### config.mk
export PLATFORM = sky130hd
export DESIGN_NAME = sem_top
export DESIGN_NICKNAME = d
export VERILOG_FILES = /design/src/core/sem_pkg.sv /design/src/core/sem_mixer.sv /design/src/core/sem_envelope.sv /design/src/core/sem_top.sv
export VERILOG_INCLUDE_DIRS = /design/src /design/src/core
export SDC_FILE = /design/constraint.sdc
export NUM_CORES = 1
export LEC_CHECK = 0
export BUFFER_PORTS_ARGS = -buffer_cell sky130_fd_sc_hd__buf_2
export CAP_MARGIN = 20
export CORE_MARGIN = 2
export CORE_UTILIZATION = 29
export DETAILED_ROUTE_END_ITERATION = 10
export PLACE_DENSITY = 0.55
export SETUP_SLACK_MARGIN = 0.1
export SYNTH_ARGS = -nofsm -noshare
export SYNTH_HDL_FRONTEND = slang
export SYNTH_SLANG_ARGS = --single-unit
### constraint.sdc
create_clock -name sys_clk -period 9.1 [get_ports sys_clk]
set_clock_uncertainty 0.2 [all_clocks]
set_input_delay 1.365 -clock sys_clk [delete_from_list [all_inputs] [get_ports sys_clk]]
set_output_delay 1.365 -clock sys_clk [all_outputs]
set_load 0.1 [all_outputs]
### src/core/sem_defines.svh
`ifndef SEM_DEFINES_SVH
`define SEM_DEFINES_SVH
// ----------------------------------------
// Register byte offsets
// ----------------------------------------
`define SEM_OFF_CTRL 4'h0
`define SEM_OFF_OSRC 4'h4
`define SEM_OFF_RATE 4'h8
`define SEM_OFF_STAT 4'hc
// ----------------------------------------
// Field positions
// ----------------------------------------
`define SEM_RATE_ATT_LSB 0
`define SEM_RATE_DEC_LSB 8
`define SEM_STAT_AMP_LSB 8
// ----------------------------------------
// Reset values
// ----------------------------------------
`define SEM_CTRL_RST 32'h0000_0000
`define SEM_OSRC_RST 16'h03e8
`define SEM_RATE_RST 16'h0404
// ----------------------------------------
// Timing
// ----------------------------------------
`define SEM_CLK_NS 10
`define SEM_TICK_NS 1000
`define SEM_TICK_CYC ((`SEM_TICK_NS + `SEM_CLK_NS - 1) / `SEM_CLK_NS)
`define SEM_REARM_US 50
`define SEM_OS_NUM 4
`define SEM_OS_DEN 5
`endif

### src/core/sem_pkg.sv
package sem_pkg;
    typedef enum logic [1:0] {
        sem_env_cont    = 2'b00,
        sem_env_oneshot = 2'b01,
        sem_env_cont_b  = 2'b10,
        sem_env_cont_c  = 2'b11
    } sem_env_e;

    typedef struct packed {
        logic [25:0] rsvd;
        logic [2:0]  mix_sel;
        logic        mix_src;
        sem_env_e    env;
    } sem_ctrl_s;

    typedef struct packed {
        logic vco;
        logic sweep_oscillator;
        logic noise;
    } sem_tone_s;

    typedef struct packed {
        logic       en_n;
        logic       en_n_drv;
        logic [2:0] mix;
        logic [2:0] mix_drv;
        logic       os_stop;
    } sem_pins_s;
endpackage

### src/core/sem_mixer.sv
`timescale 1ns/100ps
module sem_mixer (
    input  wire logic              sys_clk,
    input  wire logic              rst,
    input  wire sem_pkg::sem_tone_s tones,
    input  wire logic [2:0]        sel,
    output logic                   mix_out
);
    import sem_pkg::*;

    logic next_mix;

    // Selected sources are ANDed, never summed
    always_comb begin
        case (sel)
            3'h0: next_mix = tones.vco;                              // RULE13
            3'h1: next_mix = tones.sweep_oscillator;                 // RULE13
            3'h2: next_mix = tones.noise;                            // RULE13
            3'h3: next_mix = tones.vco & tones.noise;                // RULE14
            3'h4: next_mix = tones.sweep_oscillator & tones.noise;   // RULE14
            3'h5: next_mix = tones.vco & tones.sweep_oscillator
                             & tones.noise;                          // RULE14
            3'h6: next_mix = tones.sweep_oscillator & tones.vco;     // RULE14
            default: next_mix = 1'b0;                                // RULE13
        endcase
    end

    always_ff @(posedge sys_clk) begin
        if (rst) begin
            mix_out <= 1'b0;
        end else begin
            mix_out <= next_mix;
        end
    end

    a_mix_all_and: assert property (@(posedge sys_clk) disable iff (rst)
        sel == 3'h5 |=> mix_out == ($past(tones.vco) & $past(tones.noise)
            & $past(tones.sweep_oscillator))) // RULE14
        else $error("mixer three-way AND wrong");
    a_mix_inhibit: assert property (@(posedge sys_clk) disable iff (rst)
        sel == 3'h7 |=> !mix_out) // RULE13
        else $error("mixer not inhibited");
endmodule // sem_mixer

### src/core/sem_envelope.sv
`timescale 1ns/100ps
module sem_envelope #(
    parameter int AMP_W = 8,
    parameter int DIV_W = 8
) (
    input  wire logic             sys_clk,
    input  wire logic             rst,
    input  wire logic             tick,
    input  wire logic             gate,
    input  wire logic             kill,
    input  wire logic [DIV_W-1:0] att_div,
    input  wire logic [DIV_W-1:0] dec_div,
    output logic      [AMP_W-1:0] amp
);
    import sem_pkg::*;

    localparam logic [AMP_W-1:0] AMP_MAX = '1;

    logic [DIV_W-1:0] step_cnt;
    logic             step;

    assign step = tick && (step_cnt >= (gate ? att_div : dec_div));

    // ----------------------------------------
    // Step pacing
    // ----------------------------------------
    always_ff @(posedge sys_clk) begin
        if (rst || kill || step) begin
            step_cnt <= '0;
        end else if (tick) begin
            step_cnt <= step_cnt + 1'b1;
        end
    end

    // ----------------------------------------
    // Amplitude ramp
    // ----------------------------------------
    always_ff @(posedge sys_clk) begin
        if (rst || kill) begin
            amp <= '0; // RULE16
        end else if (step && gate && amp != AMP_MAX) begin
            amp <= amp + 1'b1; // RULE22
        end else if (step && !gate && amp != '0) begin
            amp <= amp - 1'b1; // RULE17
        end
    end
endmodule // sem_envelope

### src/core/sem_top.sv
// Added by the designer: the address map and the Avalon-MM interface to the registers.
`timescale 1ns/100ps
`include "sem_defines.svh"
// Overview of operation
// [RULE1] Enable high inhibits output, low passes
// [RULE2] Continuous mode sounds while enable low
// [RULE3] Undriven enable reads as zero
// [RULE4] Envelope select picks continuous or one-shot
// [RULE5] Enable falling edge sets latch, starts timer
// [RULE6] One-shot ends at expiry or enable high
// [RULE7] Expiry clears latch, next edge refires
// [RULE8] Held-low enable never retriggers
// [RULE9] Abort keeps latch until interval ends
// [RULE10] Controller pulses enable high 50 us
// [RULE11] Latch clears at timer terminal value
// [RULE12] Duration programmable, 0.8 times RC
// [RULE13] Select CBA picks sources or inhibit
// [RULE14] Multiple sources are logically ANDed
// [RULE15] Unconnected select bits read zero
// [RULE16] Enable high forces envelope to zero
// [RULE17] Sound end starts decay ramp down
// [RULE18] Outside mux toggles select 20-100 kHz
// [RULE19] Timing control rising edge ends one-shot
// [RULE20] Attack inside one-shot, decay appended
// [RULE21] One clock, synchronised enable, cycle timer
// [RULE22] Digital envelope scales mixer bit
module sem_top #(
    parameter int AMP_W    = 8,
    parameter int RC_W     = 16,
    parameter int TICK_CYC = `SEM_TICK_CYC
) (
    input  wire logic               sys_clk,
    input  wire logic               rst,
    input  wire logic [3:0]         avs_address,
    input  wire logic               avs_read,
    input  wire logic               avs_write,
    input  wire logic [31:0]        avs_writedata,
    input  wire logic [3:0]         avs_byteenable,
    output logic      [31:0]        avs_readdata,
    output logic                    avs_waitrequest,
    input  wire sem_pkg::sem_pins_s pins,
    input  wire sem_pkg::sem_tone_s tones,
    output logic      [AMP_W-1:0]   sound_sample,
    output logic                    sound_active,
    output logic                    oneshot_latched
);
    import sem_pkg::*;

    // ----------------------------------------
    // Parameter check
    // ----------------------------------------
    if (AMP_W < 2 || AMP_W > 8 || RC_W < 4 || RC_W > 16 ||
        TICK_CYC < 1) begin : g_bad_param
        $error("sem_top parameter out of range");
    end

    // ----------------------------------------
    // Registers
    // ----------------------------------------
    sem_ctrl_s   ctrl;
    logic [15:0] osrc;
    logic [15:0] rate;

    logic        wr_ok;
    logic        rd_ok;
    logic [31:0] next_rdata;

    assign wr_ok = avs_write && !avs_waitrequest;
    assign rd_ok = avs_read && avs_waitrequest;

    // Waitrequest drops for one cycle per request
    always_ff @(posedge sys_clk) begin
        if (rst) begin
            avs_waitrequest <= 1'b1;
        end else if ((avs_read || avs_write) && avs_waitrequest) begin
            avs_waitrequest <= 1'b0;
        end else begin
            avs_waitrequest <= 1'b1;
        end
    end

    always_ff @(posedge sys_clk) begin
        if (rst) begin
            ctrl <= `SEM_CTRL_RST;
        end else if (wr_ok && avs_address == `SEM_OFF_CTRL) begin
            if (avs_byteenable[0]) begin
                ctrl[7:0] <= avs_writedata[7:0]; // RULE4
            end
        end
    end

    always_ff @(posedge sys_clk) begin
        if (rst) begin
            osrc <= `SEM_OSRC_RST;
        end else if (wr_ok && avs_address == `SEM_OFF_OSRC) begin
            if (avs_byteenable[0]) begin
                osrc[7:0] <= avs_writedata[7:0]; // RULE12
            end
            if (avs_byteenable[1]) begin
                osrc[15:8] <= avs_writedata[15:8]; // RULE12
            end
        end
    end

    always_ff @(posedge sys_clk) begin
        if (rst) begin
            rate <= `SEM_RATE_RST;
        end else if (wr_ok && avs_address == `SEM_OFF_RATE) begin
            if (avs_byteenable[0]) begin
                rate[7:0] <= avs_writedata[7:0]; // RULE22
            end
            if (avs_byteenable[1]) begin
                rate[15:8] <= avs_writedata[15:8]; // RULE22
            end
        end
    end

    // ----------------------------------------
    // Input synchronisers
    // ----------------------------------------
    logic [2:0] en_sync;
    logic [2:0] stop_sync;
    logic [2:0] mix_pin;
    logic       en_lvl;
    logic       fall;
    logic       stop_rise;

    // Open enable pin is pulled low
    always_ff @(posedge sys_clk) begin
        if (rst) begin
            en_sync <= 3'h0;
        end else begin
            en_sync <= {en_sync[1:0], pins.en_n & pins.en_n_drv}; // RULE3
        end
    end

    always_ff @(posedge sys_clk) begin
        if (rst) begin
            stop_sync <= 3'h0;
        end else begin
            stop_sync <= {stop_sync[1:0], pins.os_stop};
        end
    end

    assign en_lvl    = en_sync[1];
    assign fall      = en_sync[2] && !en_sync[1]; // RULE21
    assign stop_rise = stop_sync[1] && !stop_sync[2]; // RULE19

    // Open select pins are pulled low
    for (genvar i = 0; i < 3; i++) begin : g_mix_pull
        always_ff @(posedge sys_clk) begin
            if (rst) begin
                mix_pin[i] <= 1'b0;
            end else begin
                mix_pin[i] <= pins.mix[i] & pins.mix_drv[i]; // RULE15
            end
        end
    end

    // ----------------------------------------
    // Timebase
    // ----------------------------------------
    localparam int TDW = $clog2(TICK_CYC + 1);
    logic [TDW-1:0] tick_cnt;
    logic           tick;

    always_ff @(posedge sys_clk) begin
        if (rst) begin
            tick_cnt <= '0;
            tick     <= 1'b0;
        end else if (tick_cnt == TDW'(TICK_CYC - 1)) begin
            tick_cnt <= '0;
            tick     <= 1'b1;
        end else begin
            tick_cnt <= tick_cnt + 1'b1;
            tick     <= 1'b0;
        end
    end

    // ----------------------------------------
    // One-shot latch and timer
    // ----------------------------------------
    logic            oneshot_mode;
    logic [RC_W+2:0] os_prod;
    logic [RC_W-1:0] os_len;
    logic [RC_W-1:0] os_cnt;
    logic            fire;
    logic            expire;

    assign oneshot_mode = ctrl.env == sem_env_oneshot; // RULE4
    // Length is 0.8 x RC, at least one tick
    assign os_prod = (RC_W+3)'(osrc[RC_W-1:0]) * (RC_W+3)'(`SEM_OS_NUM)
                     / (RC_W+3)'(`SEM_OS_DEN); // RULE12
    assign os_len  = (os_prod == '0) ? RC_W'(1) : os_prod[RC_W-1:0];
    assign fire    = oneshot_mode && fall && !oneshot_latched; // RULE5 RULE8
    assign expire  = oneshot_latched && tick && os_cnt <= RC_W'(1); // RULE11

    always_ff @(posedge sys_clk) begin
        if (rst) begin
            oneshot_latched <= 1'b0;
        end else if (fire) begin
            oneshot_latched <= 1'b1; // RULE5
        end else if (expire || stop_rise) begin
            oneshot_latched <= 1'b0; // RULE7 RULE11 RULE19
        end
    end

    always_ff @(posedge sys_clk) begin
        if (rst) begin
            os_cnt <= '0;
        end else if (fire) begin
            os_cnt <= os_len; // RULE21
        end else if (oneshot_latched && tick && os_cnt != '0) begin
            os_cnt <= os_cnt - 1'b1; // RULE9
        end
    end

    // ----------------------------------------
    // Sound gating
    // ----------------------------------------
    logic gate;
    logic mix_bit;
    logic [AMP_W-1:0] amp;
    logic [2:0] mix_sel;

    assign mix_sel = ctrl.mix_src ? ctrl.mix_sel : mix_pin;
    // Sound stands while enable low and mode allows
    assign gate = !en_lvl && (!oneshot_mode || oneshot_latched); // RULE2 RULE6

    sem_mixer u_mixer (
        .sys_clk (sys_clk),
        .rst     (rst),
        .tones   (tones),
        .sel     (mix_sel),
        .mix_out (mix_bit)
    );

    sem_envelope #(
        .AMP_W (AMP_W),
        .DIV_W (8)
    ) u_env (
        .sys_clk (sys_clk),
        .rst     (rst),
        .tick    (tick),
        .gate    (gate), // RULE20
        .kill    (en_lvl), // RULE16
        .att_div (rate[`SEM_RATE_ATT_LSB +: 8]),
        .dec_div (rate[`SEM_RATE_DEC_LSB +: 8]),
        .amp     (amp)
    );

    always_ff @(posedge sys_clk) begin
        if (rst || en_lvl) begin
            sound_sample <= '0; // RULE1
        end else begin
            sound_sample <= mix_bit ? amp : '0; // RULE22
        end
    end

    always_ff @(posedge sys_clk) begin
        if (rst) begin
            sound_active <= 1'b0;
        end else begin
            sound_active <= gate || (!en_lvl && amp != '0); // RULE17
        end
    end

    // ----------------------------------------
    // Read path
    // ----------------------------------------
    always_comb begin
        next_rdata = 32'h0;
        if (avs_address == `SEM_OFF_CTRL) begin
            next_rdata = {24'h0, ctrl[7:0]};
        end else if (avs_address == `SEM_OFF_OSRC) begin
            next_rdata = {16'h0, osrc};
        end else if (avs_address == `SEM_OFF_RATE) begin
            next_rdata = {16'h0, rate};
        end else if (avs_address == `SEM_OFF_STAT) begin
            next_rdata = {16'h0, 8'(amp), 4'h0, mix_bit, en_lvl,
                          gate, oneshot_latched};
        end
    end

    always_ff @(posedge sys_clk) begin
        if (rst) begin
            avs_readdata <= 32'h0;
        end else if (rd_ok) begin
            avs_readdata <= next_rdata;
        end
    end

    // ----------------------------------------
    // Assertions
    // ----------------------------------------
    a_inhibit_out: assert property (@(posedge sys_clk) disable iff (rst)
        en_lvl |=> sound_sample == '0) // RULE1
        else $error("output not inhibited by enable");
    a_cont_sound: assert property (@(posedge sys_clk) disable iff (rst)
        !oneshot_mode && !en_lvl |=> sound_active) // RULE2
        else $error("continuous sound missing");
    a_edge_fires: assert property (@(posedge sys_clk) disable iff (rst)
        oneshot_mode && fall && !oneshot_latched |=> oneshot_latched
        && os_cnt == $past(os_len)) // RULE5
        else $error("falling edge did not fire one-shot");
    a_latch_holds: assert property (@(posedge sys_clk) disable iff (rst)
        oneshot_latched && !expire && !stop_rise |=> oneshot_latched) // RULE9
        else $error("latch dropped before interval end");
    a_expire_clear: assert property (@(posedge sys_clk) disable iff (rst)
        expire && !fire |=> !oneshot_latched) // RULE11
        else $error("latch not cleared at expiry");
    a_no_retrig: assert property (@(posedge sys_clk) disable iff (rst)
        !oneshot_latched && !fall |=> !oneshot_latched) // RULE8
        else $error("one-shot fired without edge");
    a_stop_ends: assert property (@(posedge sys_clk) disable iff (rst)
        stop_rise && !fire |=> !oneshot_latched) // RULE19
        else $error("timing control did not end one-shot");
    a_env_kill: assert property (@(posedge sys_clk) disable iff (rst)
        en_lvl |=> amp == '0 ##1 sound_sample == '0) // RULE16
        else $error("envelope not forced to zero");
    a_decay_ramp: assert property (@(posedge sys_clk) disable iff (rst)
        !gate && !$past(gate) && !en_lvl && !$past(en_lvl)
        |-> amp <= $past(amp)) // RULE17
        else $error("amplitude rose outside sound period");

    c_fire: cover property (@(posedge sys_clk) disable iff (rst)
        fire);
    c_abort: cover property (@(posedge sys_clk) disable iff (rst)
        oneshot_latched && en_lvl ##1 fall);
    c_expire: cover property (@(posedge sys_clk) disable iff (rst)
        expire);
    c_decay: cover property (@(posedge sys_clk) disable iff (rst)
        !gate && !en_lvl && amp != '0);
endmodule // sem_top

==> results.py, run 1 <==
metrics = {
    "run_status": {
        "status": "complete, no violations",
    },
    "global_route": {
        "grt_usage_pct": 14.9,
        "grt_max_degree": 77,
        "grt-ovfl-total": 0,
        "grt_pass1_vias": 6952,
        "antenna_found_initial": 0,
        "grt_first_pass_wirelength_microns": 36800,
    },
    "synth": {
        "synth-main-ff-cell": "dfxtp_1",
        "yosysWarningCount": 0,
        "syn_avg_cell_area_sq_um": 8.10,
        "yosysSeqAreaShare_pct": 28.4,
        "syn_inst": 1018,
        "netlist_area_sq_um": 8250,
        "synth-seq-cells": 117,
        "yosysUniqueCellTypes": 111,
        "synthArstFlopShare_pct": 0,
        "synth-edff-count": 0,
    },
    "worst_setup_path": {
        "critical_path.max_stage_delay_ns": 0.80,
        "end_kind": "register",
        "cp_max_fo": 19,
        "critPathRequiredTime_ns": 9.26,
        "cp_slowest_cell": "dfxtp_1",
        "start_kind": "register",
        "arrival_ns": 8.35,
        "crit_type": "register to register",
    },
    "power_and_ir_drop": {
        "pwr-share-comb_pct": 11.0,
        "pwr-share-clk_pct": 51.7,
        "p_sw_uw": 367,
        "p_leak_nw": 3.46,
        "swShare_pct": 26.1,
        "peakVddDrop_uv": 125,
        "p_per_area_nw_per_um2": 152,
        "power_frac_seq_pct": 37.3,
        "p_int_mw": 1.04,
    },
    "finish": {
        "final_area_sq_um": 9240,
        "fin_util_pct": 33.2,
        "diodes": 0,
        "nets": 1115,
        "drive_gt1_share_pct": 14.1,
        "area_growth_pct": 12.0,
    },
    "clock_network": {
        "cts_resized": 0,
        "insertion_delay_ns": 0.42,
        "postCtsSetupBuffers": 0,
        "cts_htree_levels": 4,
        "root_buffer": "clkbuf_16",
        "cts_sinks": 117,
        "cts_made_buffers": 17,
        "hold_buffers": 0,
        "cts.clk_slew.worst_paths_ns": 0.06,
        "clockBufferDepth": 2,
        "cts_tree": "yes",
    },
    "timing": {
        "min_period_over_period_pct": 90.1,
        "setup_viol": 0,
        "maxSlewViolCount": 0,
        "relSlewSlack_pct": 27.0,
        "tns_ns": 0,
        "timing.fmax_ghz": 0.122,
        "min_period_ns": 8.20,
        "tightest_slew_ns": 1.09,
        "rsz0062_at_grt": "no",
        "timing.hold.ws_ns": 0.241,
        "hold_violations": 0,
    },
    "die": {
        "rows": 61,
        "die_x_microns": 173,
        "die_area_sq_um": 29800,
        "floorplan.initialDensity_pct": 29.6,
        "ioPinCount": 99,
        "core_area_sq_um": 27900,
        "die_h_microns": 173,
    },
    "placed_design": {
        "post-dp-hpwl_microns": 16100,
        "port_buffers": 64,
        "gp_congestion": 0.822,
        "placed_area_sq_um": 8590,
    },
    "flow_run": {
        "maxCapViolCount": 0,
    },
    "routing": {
        "drt-initial-drc-count": 592,
        "wl_per_cell_microns": 15.7,
        "first_pass_iters": 5,
        "via_count": 7447,
        "final_antenna_net_count": 0,
        "drt_wl_total_microns": 22500,
        "drc": 0,
        "via_per_inst": 5.21,
    },
    "min_path": {
        "hp-class": "register to register",
    },
}
[final timing paths]
path,start,end,slack [ns],depth (start not counted)
worst min-delay path,en_sync[0],en_sync[1],0.24,1
worst max-delay path,osrc[12],os_cnt[0],0.90,29
worst min register to register,en_sync[0],en_sync[1],0.24,1
worst max register to register,osrc[12],os_cnt[0],0.90,29
[stage by stage]
stage,std cells,setup WS [ns],total power [mW]
final,1428,0.903,1.41
after global routing,1428,0.221,1.45
after CTS,1428,0.965,1.42
after detailed placement,1396,1.02,0.689
after global placement,1396,1.14,0.689
after floorplan,1033,2.45,0.662
[state kept, by name, summed over array words and instances, names as in the netlist, 3 cells and up]
name and flops:
sound_sample 8, en_sync 3, ctrl 8, rate 16, u_env.step_cnt 8, osrc 16, avs_readdata 16, mix_pin 3
stop_sync 3, u_env.amp 8, os_cnt 16, tick_cnt 7
[worst max-delay path: cells and delay by family, from the launching register on]
kind | cells | cell delay [ns]
multiplexers | 2 | 0.67
XOR/XNOR | 3 | 0.59
buffers and inverters | 2 | 0.28
adder cells (fa/ha/maj) | 2 | 0.52
AO/OA/AOI/OAI | 10 | 2.75
flip-flops | 1 | 0.80
AND/OR/NAND/NOR | 10 | 2.30
[synth_stat cells (3+ instances only)]
cell	number	share of area, %
a22oi_1	10	0.91
mux2_2	5	0.68
o2111ai_1	4	0.42
nor3b_1	3	0.27
clkbuf_1	27	1.2
and3_1	21	1.6
nor2_1	134	6.1
nor2b_1	12	0.91
o31ai_1	4	0.36
o21ai_1	4	0.24
a211o_1	3	0.32
nor4_1	13	0.99
nor3_1	22	1.3
or3_1	7	0.53
o21ai_0	44	2.7
xnor2_1	27	2.9
and4_1	3	0.32
buf_6	15	2.0
or2_2	3	0.23
a21oi_1	53	3.2
dfxtp_1	117	28
xor2_1	19	2.0
nand4_1	11	0.83
ha_1	21	3.2
buf_4	24	2.2
or2_1	5	0.38
a31oi_1	12	0.91
and2_1	4	0.30
a211oi_1	26	2.4
o22ai_1	5	0.38
nand3b_1	7	0.64
a32o_1	3	0.36
buf_2	15	0.91
nand3_1	36	2.2
o21a_1	8	0.73
mux2i_1	63	7.6
o211ai_1	13	1.2
inv_1	19	0.86
nand2_1	74	3.4
a22o_1	6	0.64
o211a_1	4	0.49
nand2b_1	14	1.1
o221ai_1	4	0.42
a21o_1	11	1.0
o21bai_1	3	0.27
[final cells by class]
type	instances	area (sq um)
clock buffers	20	467
clock inverters	12	176
fillers	2926	18600
inverters	21	78.8
multi-input cells	809	5330
flip-flops and latches	117	2340
well taps	378	473
repair buffers	71	373
[cells in the final DEF, fill, tap and decap left out, types with 14 or more instances in the layout]
cell / Yosys / routed
nor2_1: 134 / 134
dfxtp_1: 117 / 117
nand2_1: 74 / 74
buf_2: 15 / 64
mux2i_1: 63 / 63
a21oi_1: 53 / 53
o21ai_0: 44 / 44
nand3_1: 36 / 36
xnor2_1: 27 / 27
a211oi_1: 26 / 26
nor3_1: 22 / 22
and3_1: 21 / 21
ha_1: 21 / 21
inv_1: 19 / 19
xor2_1: 19 / 19
clkbuf_16: 0 / 17
conb_1: 1 / 16
nand2b_1: 14 / 14
[logic make-up after synthesis]
kind of cell,after synthesis,synth area share (%)
AOI/OAI and AO/OA,264,22.9
xor gates and xnor gates,47,5.08
adders and majority gates,22,3.43
buffers and inverters,107,7.75
DFF,117,28.4
muxes,71,8.93
other,1,0.0455
and+or+nand+nor,389,23.5
[metal layers]
layer	GRT usage (%)	routed length, microns
met5	0	0
met4	3.03	246
met3	2.88	907
met2	23.8	10200
met1	21.0	11100
[power groups by stage]
stage | clock [mW] | combinational (mW) | sequential [mW]
after floorplan | 0 | 0.109 | 0.553
after global placement | 0 | 0.154 | 0.535
after detailed placement | 0 | 0.154 | 0.535
after CTS | 0.738 | 0.155 | 0.524
after global routing | 0.762 | 0.167 | 0.525
final | 0.727 | 0.155 | 0.524
Power figures use the tool's default switching activity.
==> run 2: changes to the inputs <==
--- a/config.mk
+++ b/config.mk
@@ -11,6 +11,7 @@
 export CORE_MARGIN = 2
 export CORE_UTILIZATION = 29
 export DETAILED_ROUTE_END_ITERATION = 10
+export MAX_ROUTING_LAYER = met4
 export PLACE_DENSITY = 0.55
 export SETUP_SLACK_MARGIN = 0.1
 export SYNTH_ARGS = -nofsm -noshare
==> run 2 against run 1 <==
First-iteration DRC count down 2.2%. Power about the same. Global-route usage up 0.45 points. Via count about the same. Flip-flop and latch count unchanged. Core utilization unchanged. Maximum frequency up 0.14%. Non-clock buffer count unchanged.
==> results.py, run 2 (synthesis results as in run 1) <==
metrics = {
    "clock_network": {
        "cts_resized": 0,
        "cts_sinks": 117,
        "cts_made_buffers": 17,
        "cts_tree": "yes",
        "clockBufferDepth": 2,
        "hold_buffers": 0,
        "cts.clk_slew.worst_paths_ns": 0.06,
        "insertion_delay_ns": 0.42,
        "root_buffer": "clkbuf_16",
        "cts_htree_levels": 4,
        "postCtsSetupBuffers": 0,
    },
    "worst_setup_path": {
        "cp_max_fo": 19,
        "crit_type": "register to register",
        "r2r-start": "osrc[12]",
        "cp_slowest_cell": "dfxtp_1",
        "reg2reg_slack_ns": 0.91,
        "critPathRequiredTime_ns": 9.26,
        "arrival_ns": 8.34,
        "start_kind": "register",
        "crit_start": "osrc[12]",
        "critical_path.max_stage_delay_ns": 0.80,
        "r2r_cells": 29,
        "end_kind": "register",
        "setup.worst_path.end": "os_cnt[0]",
        "rr_endpoint": "os_cnt[0]",
    },
    "routing": {
        "first_pass_iters": 5,
        "drc": 0,
        "via_per_inst": 5.22,
        "final_antenna_net_count": 0,
        "wl_per_cell_microns": 15.7,
        "drt_wl_total_microns": 22400,
        "drt-initial-drc-count": 579,
        "via_count": 7450,
    },
    "finish": {
        "layout_commonest_cell": "nor2_1",
        "final_cell_mix": "nor2_1, dfxtp_1, nand2_1",
        "drive_gt1_share_pct": 14.1,
        "area_growth_pct": 12.0,
        "n_fill_cell": 2926,
        "diodes": 0,
        "nets": 1115,
    },
    "timing": {
        "maxSlewViolCount": 0,
        "worst_slack_ns": 0.915,
        "relSlewSlack_pct": 27.2,
        "setup_viol": 0,
        "min_period_ns": 8.19,
        "timing.fmax_ghz": 0.122,
        "tns_ns": 0,
        "hold_violations": 0,
        "min_period_over_period_pct": 89.9,
        "rsz0062_at_grt": "no",
        "tightest_slew_ns": 1.09,
    },
    "global_route": {
        "grt_usage_pct": 15.4,
        "grt_pass1_vias": 6964,
        "grt_first_pass_wirelength_microns": 36800,
        "grt_max_degree": 77,
        "grt-ovfl-total": 0,
        "antenna_found_initial": 0,
    },
    "placed_design": {
        "place_ws_ns": 1.02,
        "post-dp-hpwl_microns": 16100,
        "gp_congestion": 0.834,
        "port_buffers": 64,
    },
    "power_and_ir_drop": {
        "fin_total_pwr_mw": 1.40,
        "p_per_area_nw_per_um2": 152,
        "p_leak_nw": 3.46,
        "peakVddDrop_uv": 125,
    },
    "die": {
        "core_area_sq_um": 27900,
        "die_x_microns": 173,
        "ioPinCount": 99,
        "die_area_sq_um": 29800,
        "die_h_microns": 173,
        "floorplan.initialDensity_pct": 29.6,
        "rows": 61,
    },
    "flow_run": {
        "maxCapViolCount": 0,
    },
    "min_path": {
        "hp-class": "register to register",
    },
    "run_status": {
        "status": "complete, no violations",
    },
}
[run 2: critical path, delay by kind of cell, from the launching register on]
| family | cells | cell delay, ns |
|---|---|---|
| simple gates | 10 | 2.29 |
| mux | 2 | 0.67 |
| compound gates | 10 | 2.76 |
| buf+inv | 2 | 0.27 |
| fa+ha+maj | 2 | 0.52 |
| xor+xnor | 3 | 0.59 |
| flops | 1 | 0.80 |
[run 2: report_power, final]
group,internal (mW),leakage (nW),switching [mW]
Sequential,0.519,0.946,0.00531
Clock,0.479,0.312,0.246
Combinational,0.0402,2.20,0.114
Total,1.04,3.46,0.366
[run 2: worst min-delay path by stage]
stage               slack (ns)            to         start  cells after the start
floorplan                 0.21   tick_cnt[0]   tick_cnt[0]                      1
global placement          0.22    en_sync[1]    en_sync[0]                      1
detailed placement        0.23    en_sync[1]    en_sync[0]                      1
CTS                       0.24    en_sync[1]    en_sync[0]                      1
global route              0.26  stop_sync[1]  stop_sync[0]                      1
finish                    0.24    en_sync[1]    en_sync[0]                      1
[run 2: metrics by stage]
step	instance area, sq um	hold slack (ns)	instances	utilization (%)
3_3_place_gp	8590	0.225	1396	30.9
6_report	9240	0.237	1428	33.2
3_5_place_dp	8590	0.228	1396	30.9
5_1_grt	9240	0.255	1428	33.2
4_1_cts	9240	0.241	1428	33.2
2_1_floorplan	8300	0.213	1033	-
[run 2: layout make-up]
type	count	area, sq um	area share, %
clock inverter	12	176	1.91
clock buffer	20	467	5.05
multi-input combinational	809	5330	57.7
sequential	117	2340	25.4
timing repair buffer	71	373	4.04
tap	378	473	5.12
inverter	21	78.8	0.853
[run 2: per-layer routing]
layer  routed length, microns  track usage, %  vias up
li1                         -               -     3725
met3                      874            2.57       21
met4                      252            3.03        0
met2                    10200            23.9      188
met5                        0               -        -
met1                    11100            21.1     3516
==> run 3: changes to the inputs <==
--- a/config.mk
+++ b/config.mk
@@ -8,8 +8,9 @@
 export LEC_CHECK = 0
 export BUFFER_PORTS_ARGS = -buffer_cell sky130_fd_sc_hd__buf_2
 export CAP_MARGIN = 20
-export CORE_MARGIN = 2
+export CORE_MARGIN = 1.5
 export CORE_UTILIZATION = 29
+export CTS_BUF_LIST = sky130_fd_sc_hd__clkbuf_16
 export DETAILED_ROUTE_END_ITERATION = 10
 export MAX_ROUTING_LAYER = met4
 export PLACE_DENSITY = 0.55
==> run 3 against run 2 <==
Critical path type unchanged. Hold slack improved by 0.0035 ns. Wire length shrank 0.70%. Core utilization decreased by 0.18 points. Clock power down 5.6%. Maximum frequency up 0.54%. Die area decreased by 1.2%. Sequential share of layout area grew 0.13 points. Critical path depth unchanged. Via count grew 0.31%. Final area shrank 0.53%. Sequential power about the same. Non-clock buffer count stayed put. Largest power group unchanged. Largest cell class unchanged.
==> results.py, run 3 (synthesis results as in run 1) <==
metrics = {
    "run_status": {
        "status": "complete, no violations",
    },
    "worst_setup_path": {
        "critPathRequiredTime_ns": 9.26,
        "crit_type": "register to register",
        "crit_start": "osrc[12]",
        "r2r_cells": 29,
        "start_kind": "register",
        "reg2reg_slack_ns": 0.96,
        "critical_path.max_stage_delay_ns": 0.79,
        "r2r-start": "osrc[12]",
        "rr_endpoint": "os_cnt[0]",
        "cp_slowest_cell": "dfxtp_1",
        "arrival_ns": 8.30,
        "setup.worst_path.end": "os_cnt[0]",
        "cp_max_fo": 19,
        "end_kind": "register",
    },
    "routing": {
        "final_antenna_net_count": 0,
        "via_per_inst": 5.24,
        "via_count": 7473,
        "drc": 0,
        "drt-initial-drc-count": 506,
        "wl_per_cell_microns": 15.6,
        "first_pass_iters": 6,
        "drt_wl_total_microns": 22300,
    },
    "global_route": {
        "antenna_found_initial": 0,
        "grt_max_degree": 77,
        "grt_pass1_vias": 6805,
        "grt-ovfl-total": 0,
        "grt_usage_pct": 15.8,
        "grt_first_pass_wirelength_microns": 36100,
    },
    "finish": {
        "n_fill_cell": 2923,
        "layout_commonest_cell": "nor2_1",
        "area_growth_pct": 11.4,
        "nets": 1115,
        "final_cell_mix": "nor2_1, dfxtp_1, nand2_1",
        "drive_gt1_share_pct": 13.7,
        "diodes": 0,
    },
    "clock_network": {
        "cts.clk_slew.worst_paths_ns": 0.05,
        "clockBufferDepth": 2,
        "cts_htree_levels": 4,
        "postCtsSetupBuffers": 0,
        "cts_sinks": 117,
        "insertion_delay_ns": 0.42,
        "root_buffer": "clkbuf_16",
        "cts_tree": "yes",
        "cts_made_buffers": 17,
        "cts_resized": 0,
        "hold_buffers": 0,
    },
    "power_and_ir_drop": {
        "fin_total_pwr_mw": 1.36,
        "peakVddDrop_uv": 107,
        "p_per_area_nw_per_um2": 148,
        "p_leak_nw": 3.45,
    },
    "die": {
        "die_area_sq_um": 29500,
        "core_area_sq_um": 27900,
        "die_x_microns": 172,
        "rows": 61,
        "floorplan.initialDensity_pct": 29.6,
        "die_h_microns": 172,
        "ioPinCount": 99,
    },
    "timing": {
        "relSlewSlack_pct": 23.5,
        "hold_violations": 0,
        "timing.fmax_ghz": 0.123,
        "tightest_slew_ns": 1.14,
        "min_period_over_period_pct": 89.5,
        "setup_viol": 0,
        "maxSlewViolCount": 0,
        "rsz0062_at_grt": "no",
        "tns_ns": 0,
        "timing.hold.ws_ns": 0.240,
        "min_period_ns": 8.14,
    },
    "min_path": {
        "hp-class": "register to register",
        "worstHoldStart": "en_sync[0]",
    },
    "flow_run": {
        "maxCapViolCount": 0,
    },
    "placed_design": {
        "post-dp-hpwl_microns": 15900,
        "port_buffers": 64,
        "gp_congestion": 0.822,
    },
}
run 3: cell count changes in the layout (fill, tap and decap cells not counted), sizes merged:
cell and change:
clkbuf -3, clkinv +1, clkinvlp -1, inv +2
run 3: per-stage QoR:
stage | instance area [sq um] | setup WS, ns | utilization, % | instances
6_report | 9190 | 0.959 | 33.0 | 1427
3_5_place_dp | 8590 | 1.05 | 30.9 | 1396
5_1_grt | 9190 | 0.181 | 33.0 | 1427
2_1_floorplan | 8300 | 2.45 | - | 1033
4_1_cts | 9190 | 1.02 | 33.0 | 1427
3_3_place_gp | 8590 | 1.13 | 30.9 | 1396
run 3: layout make-up:
class | count | area [sq um] | area share [%]
inverter | 21 | 78.8 | 0.858
clock inverter | 14 | 169 | 1.84
timing repair buffer | 71 | 373 | 4.06
multi-input combinational | 809 | 5330 | 58.0
clock buffer | 17 | 425 | 4.63
tap | 378 | 473 | 5.15
sequential | 117 | 2340 | 25.5
run 3: how the worst min path moves through the flow:
stage | to | depth (start not counted)
after floorplan | tick_cnt[0] | 1
after global placement | en_sync[1] | 1
after detailed placement | en_sync[1] | 1
after CTS | tick_cnt[0] | 1
after global routing | en_sync[1] | 1
final | en_sync[1] | 1
run 3: worst max-delay path, delay by kind of cell, from the launching register on:
family,cells,cell delay (ns)
XOR/XNOR,3,0.60
multiplexers,2,0.65
AO/OA/AOI/OAI,10,2.76
buffers and inverters,2,0.27
flip-flops,1,0.79
adder cells (fa/ha/maj),2,0.52
AND/OR/NAND/NOR,10,2.28
run 3: power by group:
group | switching, mW | internal, mW
clock | 0.236 | 0.449
sequential | 0.00533 | 0.519
combinational | 0.114 | 0.0401
total | 0.355 | 1.01
run 3: metal layers:
layer | vias up | routed length (microns) | GRT usage [%]
li1 | 3716 | - | -
met1 | 3539 | 11000 | 21.4
met2 | 186 | 10100 | 24.3
met3 | 32 | 851 | 2.32
met4 | 0 | 349 | 4.23
met5 | - | 0 | -
